### src/rtl/vet_pkg.sv
`default_nettype none
package vet_pkg;
    // Register offsets on the serial control port
    localparam logic [7:0] VET_ADDR_CTRL   = 8'h6e;
    localparam logic [7:0] VET_ADDR_CAPT   = 8'h6f;
    localparam logic [7:0] VET_ADDR_RS_LO  = 8'h70;
    localparam logic [7:0] VET_ADDR_RE_LO  = 8'h71;
    localparam logic [7:0] VET_ADDR_R_HI   = 8'h72;
    // Reset values
    localparam logic [7:0] VET_RST_CTRL    = 8'h40;
    localparam logic [7:0] VET_RST_CAPT    = 8'h00;
    localparam logic [7:0] VET_RST_RS_LO   = 8'h00;
    localparam logic [7:0] VET_RST_RE_LO   = 8'h00;
    localparam logic [2:0] VET_RST_R_HI    = 3'h0;
    // Field positions in the shared upper-bits register
    localparam int VET_HI_END_LSB = 4;
    localparam int VET_HI_STA_LSB = 0;
    // Line and field timing, blanking level
    localparam logic [10:0] VET_PIX_MAX_SHORT = 11'h6b3;
    localparam logic [10:0] VET_PIX_MAX_LONG  = 11'h6bf;
    localparam logic [10:0] VET_SYNC_POS      = 11'h049;
    localparam logic [8:0]  VET_LINES_50_LONG  = 9'h139;
    localparam logic [8:0]  VET_LINES_50_SHORT = 9'h138;
    localparam logic [8:0]  VET_LINES_60_LONG  = 9'h107;
    localparam logic [8:0]  VET_LINES_60_SHORT = 9'h106;
    localparam logic [8:0]  VET_STD_VBI_50    = 9'h017;
    localparam logic [8:0]  VET_STD_VBI_60    = 9'h014;
    localparam logic [8:0]  VET_STD_LAST_50   = 9'h136;
    localparam logic [8:0]  VET_STD_LAST_60   = 9'h105;
    localparam logic [8:0]  VET_LINE_OFS_M    = 9'h004;
    localparam logic [8:0]  VET_LINE_OFS_STD  = 9'h001;
    localparam logic [7:0]  VET_BLANK_LEVEL   = 8'h10;

    typedef struct packed {
        logic       std_vblank_force;
        logic       force_blank_level;
        logic [1:0] subcarrier_phase_reset_mode;
        logic [1:0] luma_delay_sel;
        logic [1:0] field_length_sel;
    } vet_ctrl_t;

    typedef struct packed {
        logic [1:0] caption_field_enable;
        logic       teletext_insert_enable;
        logic [4:0] caption_line_sel;
    } vet_capt_t;

    typedef struct packed {
        logic [10:0] start;
        logic [10:0] stop;
    } vet_pulse_t;
endpackage
`default_nettype wire

### src/rtl/vet_timing_ctrl.sv
// Operation
// - Vertical blanking from programmed lines or standard
// - Force-blank bit holds output at blanking
// - Phase reset mode selects subcarrier reset
// - Luma delayed zero to three clocks
// - Code zero gives interlaced fields
// - Codes one to three give non-interlaced fields
// - Caption encoding per field selection
// - Teletext inserted only while enabled
// - Caption line is value plus offset
// - Start code sets reference pulse leading edge
// - End code sets reference pulse trailing edge
// - Upper code bits packed in shared register
// - First active line is value plus offset
// - Reference pin polarity follows polarity bit
`default_nettype none
module vet_timing_ctrl
    import vet_pkg::*;
(
    input  wire logic       core_clk,
    input  wire logic       nrst,
    input  wire logic       reg_wr,
    input  wire logic [7:0] reg_addr,
    input  wire logic [7:0] reg_wdata,
    output logic      [7:0] reg_rdata,
    input  wire logic       line_length_select,
    input  wire logic       mode_60hz,
    input  wire logic       m_system,
    input  wire logic       secam_mode,
    input  wire logic [8:0] first_active_line,
    input  wire logic [8:0] last_active_line,
    input  wire logic       realtime_ctrl_enable,
    input  wire logic       realtime_ctrl_input,
    input  wire logic       ref_pin_out_en,
    input  wire logic       ref_pin_polarity,
    input  wire logic [7:0] luma_in,
    input  wire logic [7:0] chroma_in,
    output logic      [7:0] luma_out,
    output logic      [7:0] chroma_out,
    output logic            second_ref_pin_o,
    output logic            second_ref_pin_oe_n,
    output logic            sync_start,
    output logic            vblank,
    output logic            odd_field,
    output logic            phase_reset,
    output logic            caption_active,
    output logic            teletext_insert_enable
);
    vet_ctrl_t   ctrl_r,   ctrl_nxt;
    vet_capt_t   capt_r,   capt_nxt;
    vet_pulse_t  pulse_r,  pulse_nxt;
    logic [7:0]  rdata_r,  rdata_nxt;

    logic [10:0] pix_r,    pix_nxt;
    logic [8:0]  line_r,   line_nxt;
    logic        odd_r,    odd_nxt;
    logic [2:0]  fcnt_r,   fcnt_nxt;
    logic        lpar_r,   lpar_nxt;
    logic        ref_lvl_r, ref_lvl_nxt;
    logic        ref_pin_r, ref_pin_nxt;
    logic        vbl_r,    vbl_nxt;
    logic        phr_r,    phr_nxt;
    logic        cap_r,    cap_nxt;
    logic        sync_r,   sync_nxt;
    logic [2:0]  rtc_sync_r, rtc_sync_nxt;
    logic [7:0]  dly_r [3];
    logic [7:0]  dly_nxt [3];
    logic [7:0]  luma_r,   luma_nxt;
    logic [7:0]  chroma_r, chroma_nxt;

    logic [10:0] pix_max;
    logic [8:0]  field_lines;
    logic [8:0]  line_ofs;
    logic        line_end;
    logic        field_end;
    logic [8:0]  cap_line;
    logic [7:0]  luma_sel;

    // Register file; each offset decodes alone so others keep their data
    always_comb begin
        ctrl_nxt  = ctrl_r;
        capt_nxt  = capt_r;
        pulse_nxt = pulse_r;
        if (reg_wr) begin
            unique case (reg_addr)
                VET_ADDR_CTRL:  ctrl_nxt = vet_ctrl_t'(reg_wdata);
                VET_ADDR_CAPT:  capt_nxt = vet_capt_t'(reg_wdata);
                VET_ADDR_RS_LO: pulse_nxt.start[7:0] = reg_wdata;
                VET_ADDR_RE_LO: pulse_nxt.stop[7:0] = reg_wdata;
                VET_ADDR_R_HI: begin
                    // Reserved bits are not stored and read as zero
                    pulse_nxt.stop[10:8] =
                        reg_wdata[VET_HI_END_LSB +: 3];
                    pulse_nxt.start[10:8] =
                        reg_wdata[VET_HI_STA_LSB +: 3];
                end
                default: ;
            endcase
        end
        unique case (reg_addr)
            VET_ADDR_CTRL:  rdata_nxt = ctrl_r;
            VET_ADDR_CAPT:  rdata_nxt = capt_r;
            VET_ADDR_RS_LO: rdata_nxt = pulse_r.start[7:0];
            VET_ADDR_RE_LO: rdata_nxt = pulse_r.stop[7:0];
            VET_ADDR_R_HI:  rdata_nxt = {1'b0, pulse_r.stop[10:8],
                                         1'b0, pulse_r.start[10:8]};
            default:        rdata_nxt = 8'h00;
        endcase
    end

    always_ff @(posedge core_clk) begin
        if (!nrst) begin
            ctrl_r  <= vet_ctrl_t'(VET_RST_CTRL);
            capt_r  <= vet_capt_t'(VET_RST_CAPT);
            pulse_r <= {VET_RST_R_HI, VET_RST_RS_LO,
                        VET_RST_R_HI, VET_RST_RE_LO};
            rdata_r <= 8'h00;
        end else begin
            ctrl_r  <= ctrl_nxt;
            capt_r  <= capt_nxt;
            pulse_r <= pulse_nxt;
            rdata_r <= rdata_nxt;
        end
    end

    // Line and field timing
    always_comb begin
        // Codes beyond the last pixel never match, so the pulse stalls
        pix_max  = line_length_select ? VET_PIX_MAX_SHORT
                                      : VET_PIX_MAX_LONG;
        line_ofs = m_system ? VET_LINE_OFS_M : VET_LINE_OFS_STD;
        unique case (ctrl_r.field_length_sel)
            2'b00:   field_lines = mode_60hz
                ? (odd_r ? VET_LINES_60_LONG : VET_LINES_60_SHORT)
                : (odd_r ? VET_LINES_50_LONG : VET_LINES_50_SHORT);
            2'b01:   field_lines = mode_60hz ? VET_LINES_60_SHORT
                                             : VET_LINES_50_SHORT;
            default: field_lines = mode_60hz ? VET_LINES_60_LONG
                                             : VET_LINES_50_LONG;
        endcase
        line_end  = (pix_r == pix_max);
        field_end = line_end && (line_r >= field_lines);
        pix_nxt   = line_end ? 11'h000 : pix_r + 11'h001;
        line_nxt  = field_end ? 9'h001
                  : (line_end ? line_r + 9'h001 : line_r);
        // Interlace alternates parity; fixed lengths keep one field type
        odd_nxt   = (field_end && ctrl_r.field_length_sel == 2'b00)
                  ? ~odd_r : (ctrl_r.field_length_sel == 2'b00 ? odd_r
                                                                : 1'b1);
        fcnt_nxt  = field_end ? fcnt_r + 3'h1 : fcnt_r;
        lpar_nxt  = line_end ? ~lpar_r : lpar_r;
        sync_nxt  = (pix_r == VET_SYNC_POS);

        if (ctrl_r.std_vblank_force)
            vbl_nxt = mode_60hz
                ? (line_r < VET_STD_VBI_60 || line_r > VET_STD_LAST_60)
                : (line_r < VET_STD_VBI_50
                   || line_r > VET_STD_LAST_50);
        else
            vbl_nxt = (line_r < first_active_line + line_ofs)
                   || (line_r > last_active_line + line_ofs);

        // Both edges sit at raw pixel positions; sync slope is at 49h
        if (pix_r == pulse_r.start)
            ref_lvl_nxt = 1'b1;
        else if (pix_r == pulse_r.stop)
            ref_lvl_nxt = 1'b0;
        else
            ref_lvl_nxt = ref_lvl_r;
        ref_pin_nxt = ref_lvl_nxt ^ ref_pin_polarity;

        rtc_sync_nxt = {rtc_sync_r[1:0], realtime_ctrl_input};
        unique case (ctrl_r.subcarrier_phase_reset_mode)
            2'b00: phr_nxt = realtime_ctrl_enable
                   && rtc_sync_r[1] && !rtc_sync_r[2];
            2'b01: phr_nxt = line_end && (secam_mode || lpar_r);
            2'b10: phr_nxt = field_end && fcnt_r == 3'h7;
            2'b11: phr_nxt = field_end && fcnt_r[1:0] == 2'h3;
        endcase

        cap_line = {4'h0, capt_r.caption_line_sel} + line_ofs;
        cap_nxt  = (line_r == cap_line)
                && (odd_r ? capt_r.caption_field_enable[0]
                          : capt_r.caption_field_enable[1]);
    end

    always_ff @(posedge core_clk) begin
        if (!nrst) begin
            pix_r      <= 11'h000;
            line_r     <= 9'h001;
            odd_r      <= 1'b1;
            fcnt_r     <= 3'h0;
            lpar_r     <= 1'b0;
            ref_lvl_r  <= 1'b0;
            ref_pin_r  <= 1'b0;
            vbl_r      <= 1'b1;
            phr_r      <= 1'b0;
            cap_r      <= 1'b0;
            sync_r     <= 1'b0;
            rtc_sync_r <= 3'h0;
        end else begin
            pix_r      <= pix_nxt;
            line_r     <= line_nxt;
            odd_r      <= odd_nxt;
            fcnt_r     <= fcnt_nxt;
            lpar_r     <= lpar_nxt;
            ref_lvl_r  <= ref_lvl_nxt;
            ref_pin_r  <= ref_pin_nxt;
            vbl_r      <= vbl_nxt;
            phr_r      <= phr_nxt;
            cap_r      <= cap_nxt;
            sync_r     <= sync_nxt;
            rtc_sync_r <= rtc_sync_nxt;
        end
    end

    // Video path; chroma gets one stage so the relative delay is exact
    always_comb begin
        dly_nxt[0] = luma_in;
        dly_nxt[1] = dly_r[0];
        dly_nxt[2] = dly_r[1];
        unique case (ctrl_r.luma_delay_sel)
            2'b00: luma_sel = luma_in;
            2'b01: luma_sel = dly_r[0];
            2'b10: luma_sel = dly_r[1];
            2'b11: luma_sel = dly_r[2];
        endcase
        if (ctrl_r.force_blank_level) begin
            luma_nxt   = VET_BLANK_LEVEL;
            chroma_nxt = 8'h00;
        end else begin
            luma_nxt   = luma_sel;
            chroma_nxt = chroma_in;
        end
    end

    always_ff @(posedge core_clk) begin
        if (!nrst) begin
            dly_r[0] <= 8'h00;
            dly_r[1] <= 8'h00;
            dly_r[2] <= 8'h00;
            luma_r   <= 8'h00;
            chroma_r <= 8'h00;
        end else begin
            dly_r    <= dly_nxt;
            luma_r   <= luma_nxt;
            chroma_r <= chroma_nxt;
        end
    end

    assign reg_rdata              = rdata_r;
    assign luma_out               = luma_r;
    assign chroma_out             = chroma_r;
    assign second_ref_pin_o       = ref_pin_r;
    assign second_ref_pin_oe_n    = ~ref_pin_out_en;
    assign sync_start             = sync_r;
    assign vblank                 = vbl_r;
    assign odd_field              = odd_r;
    assign phase_reset            = phr_r;
    assign caption_active         = cap_r;
    assign teletext_insert_enable = capt_r.teletext_insert_enable;
endmodule // vet_timing_ctrl
`default_nettype wire

### config.mk
export PLATFORM = sky130hd
export DESIGN_NAME = vet_timing_ctrl
export DESIGN_NICKNAME = d
export VERILOG_FILES = /design/src/rtl/vet_pkg.sv /design/src/rtl/vet_timing_ctrl.sv
export SDC_FILE = /design/constraint.sdc
export NUM_CORES = 1
export LEC_CHECK = 0
export BUFFER_PORTS_ARGS = -buffer_cell sky130_fd_sc_hd__buf_4
export CORE_MARGIN = 2
export CORE_UTILIZATION = 64
export CTS_BUF_LIST = sky130_fd_sc_hd__clkbuf_4
export DETAILED_ROUTE_END_ITERATION = 10
export GPL_TIMING_DRIVEN = 0
export PLACE_DENSITY = 0.88
export SLEW_MARGIN = 30
export SYNTH_ARGS = -nofsm -noshare
export SYNTH_HDL_FRONTEND = slang
export SYNTH_SLANG_ARGS = --single-unit
### constraint.sdc
create_clock -name core_clk -period 4.17 [get_ports core_clk]
set_clock_uncertainty 0.05 [all_clocks]
set_input_delay 0.2085 -clock core_clk [delete_from_list [all_inputs] [get_ports core_clk]]
set_output_delay 0.2085 -clock core_clk [all_outputs]
set_load 0.01 [all_outputs]
==> qor.yml <==
run_status:
  status: "complete, no violations"
power:
  finalPower_w: 0.00234
  p_int_w: 0.00171
  power.density_nw_per_um2: 315
  pwr-share-seq_pct: 50.3
  ir_drop_mv: 0.275
  share_comb_of_total_power_pct: 9.4
  p_leak_nw: 3.07
  swShare_pct: 26.9
  power.switching_w: 0.000629
  clockPowerShare_pct: 40.4
clock_network:
  cts_hold_buf: 27
  postCtsSetupBuffers: 0
  worstSkewPairLatency_ns: 0.55
  cts_tree: "yes"
  root_buffer: "clkbuf_4"
  cts.clk_slew.worst_paths_ns: 0.13
  htree_levels: 4
  cts_buffers: 17
  cts_max_path_buffers: 2
  cts.repair.resized: 0
  cts_sinks: 120
flow_run:
  cap_violations: 0
timing:
  fin_crit_ns: 2.54
  setup_tns_ns: 0
  tightest_slew_ns: 0.679
  max-slew-margin-rel_pct: 54.7
  finalMaxSlewViolations: 0
  max_freq_mhz: 394
  setup_violations: 0
  rsz0062_at_grt: "no"
  hold_viol_final: 0
  period_share_pct: 60.8
hold_path:
  min_path_type: "input port to flop"
  hold_depth: 4
  hold_end: "pulse_r[13]$_SDFFE_PN0P_"
  worstHoldStart: "reg_addr[1]"
yosys:
  synth_edf_count: 0
  yosys.cell_types.count: 60
  ys_warn_count: 0
  synth-xor-area-share_pct: 9.05
  yosysSeqAreaShare_pct: 40.0
  synth_top_family_by_area: "simple AND/OR/NAND/NOR gates"
  syn_area_per_cell_sq_um: 9.36
  synthMuxAreaShare_pct: 3.86
  syn_area_sq_um: 6000
  synthSimpleGateAreaFrac_pct: 21.6
  syn_nets: 740
  ys.flop_type: "dfxtp_1"
  syn_inst: 641
  synth-compound-area-share_pct: 14.0
  synthArstFlopShare_pct: 0
  yosys_register_bits: 120
  synthAdderAreaFrac_pct: 7.92
die:
  num_rows: 35
  dieArea_sq_um: 10200
  coreArea_sq_um: 9150
  die_x_um: 101
  die_h_um: 101
  start_util_pct: 65.6
  ioPinCount: 93
drt:
  drtIter0Drc: 393
  wl_per_cell_um: 18.3
  dr.pass1.iters: 7
  drc_errors: 0
  detailroute.via_count: 5440
  wirelength_mm: 16.6
  antenna_left: 0
  vias_per_cell: 6.02
global_routing:
  grt_max_degree: 17
  track_usage_pct: 33.9
  grt_pass1_vias: 5458
  overflow: 0
  antenna_found_initial: 0
  grt_pass1_wl_mm: 26.7
critical_path:
  r2r-start: "line_r[0]$_SDFFE_PP1N_"
  worstSetupPathType: "flop to flop"
  crit_arrival_ns: 2.95
  crit_path_start_kind: "flop"
  ff2ff_setup_slack_ns: 1.63
  timing.rr.end: "line_r[1]$_SDFFE_PP0N_"
  required_ns: 4.58
  end_kind: "flop"
  reg2reg_depth: 8
  crit_fanout: 9
final_layout:
  n_fill_cell: 584
  seq_area_sq_um: 2400
  nNetsFinal: 877
  synthToLayoutAreaGrowth_pct: 23.5
  final_layout_size_suffix_gt1_share_pct: 20.2
  multi_input_area_sq_um: 3390
placement:
  io_buffer_count: 91
  gp_congestion: 0.926
  place_hpwl_mm: 11.2
==> worst max-delay path, cell delays in order (launching register included) <==
cell and delay, ns:
dfxtp_1 0.57, inv_1 0.18, ha_1 0.31, nand2b_1 0.14, a21oi_1 0.14, o21ai_1 0.11, a2111oi_4 0.54, o21ai_4 0.19
a211oi_2 0.24
==> cells in the mapped netlist (all sizes together) (4+ instances only) <==
cell type	count	area share [%]
nor3	5	0.58
inv	12	0.75
xnor2	32	4.7
nor2b	5	0.52
o21ai	9	0.94
and3	7	0.73
a21boi	38	4.8
clkbuf	17	1.1
nand4	7	0.98
o21a	4	0.50
a211oi	5	0.71
mux4	8	3.0
nand3	53	4.4
mux2i	4	0.67
xor2	30	4.4
nand2	67	4.2
a222oi	6	1.0
buf	18	1.7
ha	38	7.9
a21oi	19	1.6
nor2	35	2.2
a31oi	5	0.63
nand2b	6	0.63
and2	47	4.9
nor4b	4	0.58
a22oi	10	1.3
dfxtp	120	40
==> state kept, by name, indices dropped and copies added, names as in the netlist, 3 cells and up <==
signal,cells
rtc_sync_r,3
capt_r,7
dly_r,8
ctrl_r,8
luma_out,8
pix_r,11
chroma_out,8
reg_rdata,8
fcnt_r,3
pulse_r,22
dly_nxt,16
line_r,9
==> how the worst max path moves through the flow <==
stage               slack, ns                    from  depth (start not counted)                     end
floorplan                1.96                m_system                         13       vblank$_SDFF_PN1_
detailed placement       1.48                m_system                         14       vblank$_SDFF_PN1_
global route             1.46  line_r[0]$_SDFFE_PP1N_                          8  line_r[1]$_SDFFE_PP0N_
global placement         1.60                m_system                         14       vblank$_SDFF_PN1_
finish                   1.63  line_r[0]$_SDFFE_PP1N_                          8  line_r[1]$_SDFFE_PP0N_
CTS                      1.65  line_r[0]$_SDFFE_PP1N_                          8  line_r[1]$_SDFFE_PP0N_
==> metrics by stage <==
step                      hold WS (ns)  util (%)  std cells  cell area (sq um)  worst slack [ns]
after detailed placement         0.366      74.5        843               6820              1.48
after CTS                     0.000798      81.0        902               7410              1.65
final                           0.0299      81.0        903               7410              1.63
after floorplan                  0.280         -        641               6000              1.96
after global routing            0.0513      81.0        902               7410              1.46
after global placement           0.361      74.5        843               6820              1.60
==> metal layers <==
metal	vias to the layer above	GRT usage (%)	part of all wire (%)
met1	2559	38.9	37
met3	74	7.14	7.5
met4	0	17.7	4.8
met5	-	0	0
met2	280	59.2	50
li1	2527	-	-
==> placed cells by master, fill, tap and decap left out, types with 27 or more instances in the layout <==
master	count
dfxtp_1	120
buf_4	91
nand2_1	66
nand3_1	53
and2_1	46
ha_1	38
nor2_1	34
xnor2_1	32
xor2_1	30
a21boi_1	29
dlygate4sd3_1	27
==> final cells by class <==
class	count	area share, %
repair buffers	118	12.9
clock buffers	17	1.72
plain buffers	35	2.23
multi-input cells	474	45.7
flip-flops and latches	120	32.4
well taps	111	1.87
clock inverters	15	2.57
diodes	1	0.0338
inverters	12	0.608
==> kinds of logic (layout without fill, tap and decap cells) <==
family | count (synthesis) | after routing
other | 0 | 1
muxes | 13 | 13
xor gates and xnor gates | 62 | 62
buffers and inverters | 47 | 197
AOI/OAI and AO/OA | 112 | 112
and+or+nand+nor | 249 | 249
DFF | 120 | 120
adders and majority gates | 38 | 38
==> power by group through the flow <==
stage                     sequential [W]  clock (W)  combinational [W]
final                            0.00117   0.000943           0.000219
after global routing             0.00118   0.000987           0.000237
after CTS                        0.00117   0.000932           0.000214
after detailed placement         0.00120          0           0.000191
after global placement           0.00120          0           0.000183
after floorplan                  0.00120          0           0.000103
No activity file was read; power rests on OpenSTA's default activity.
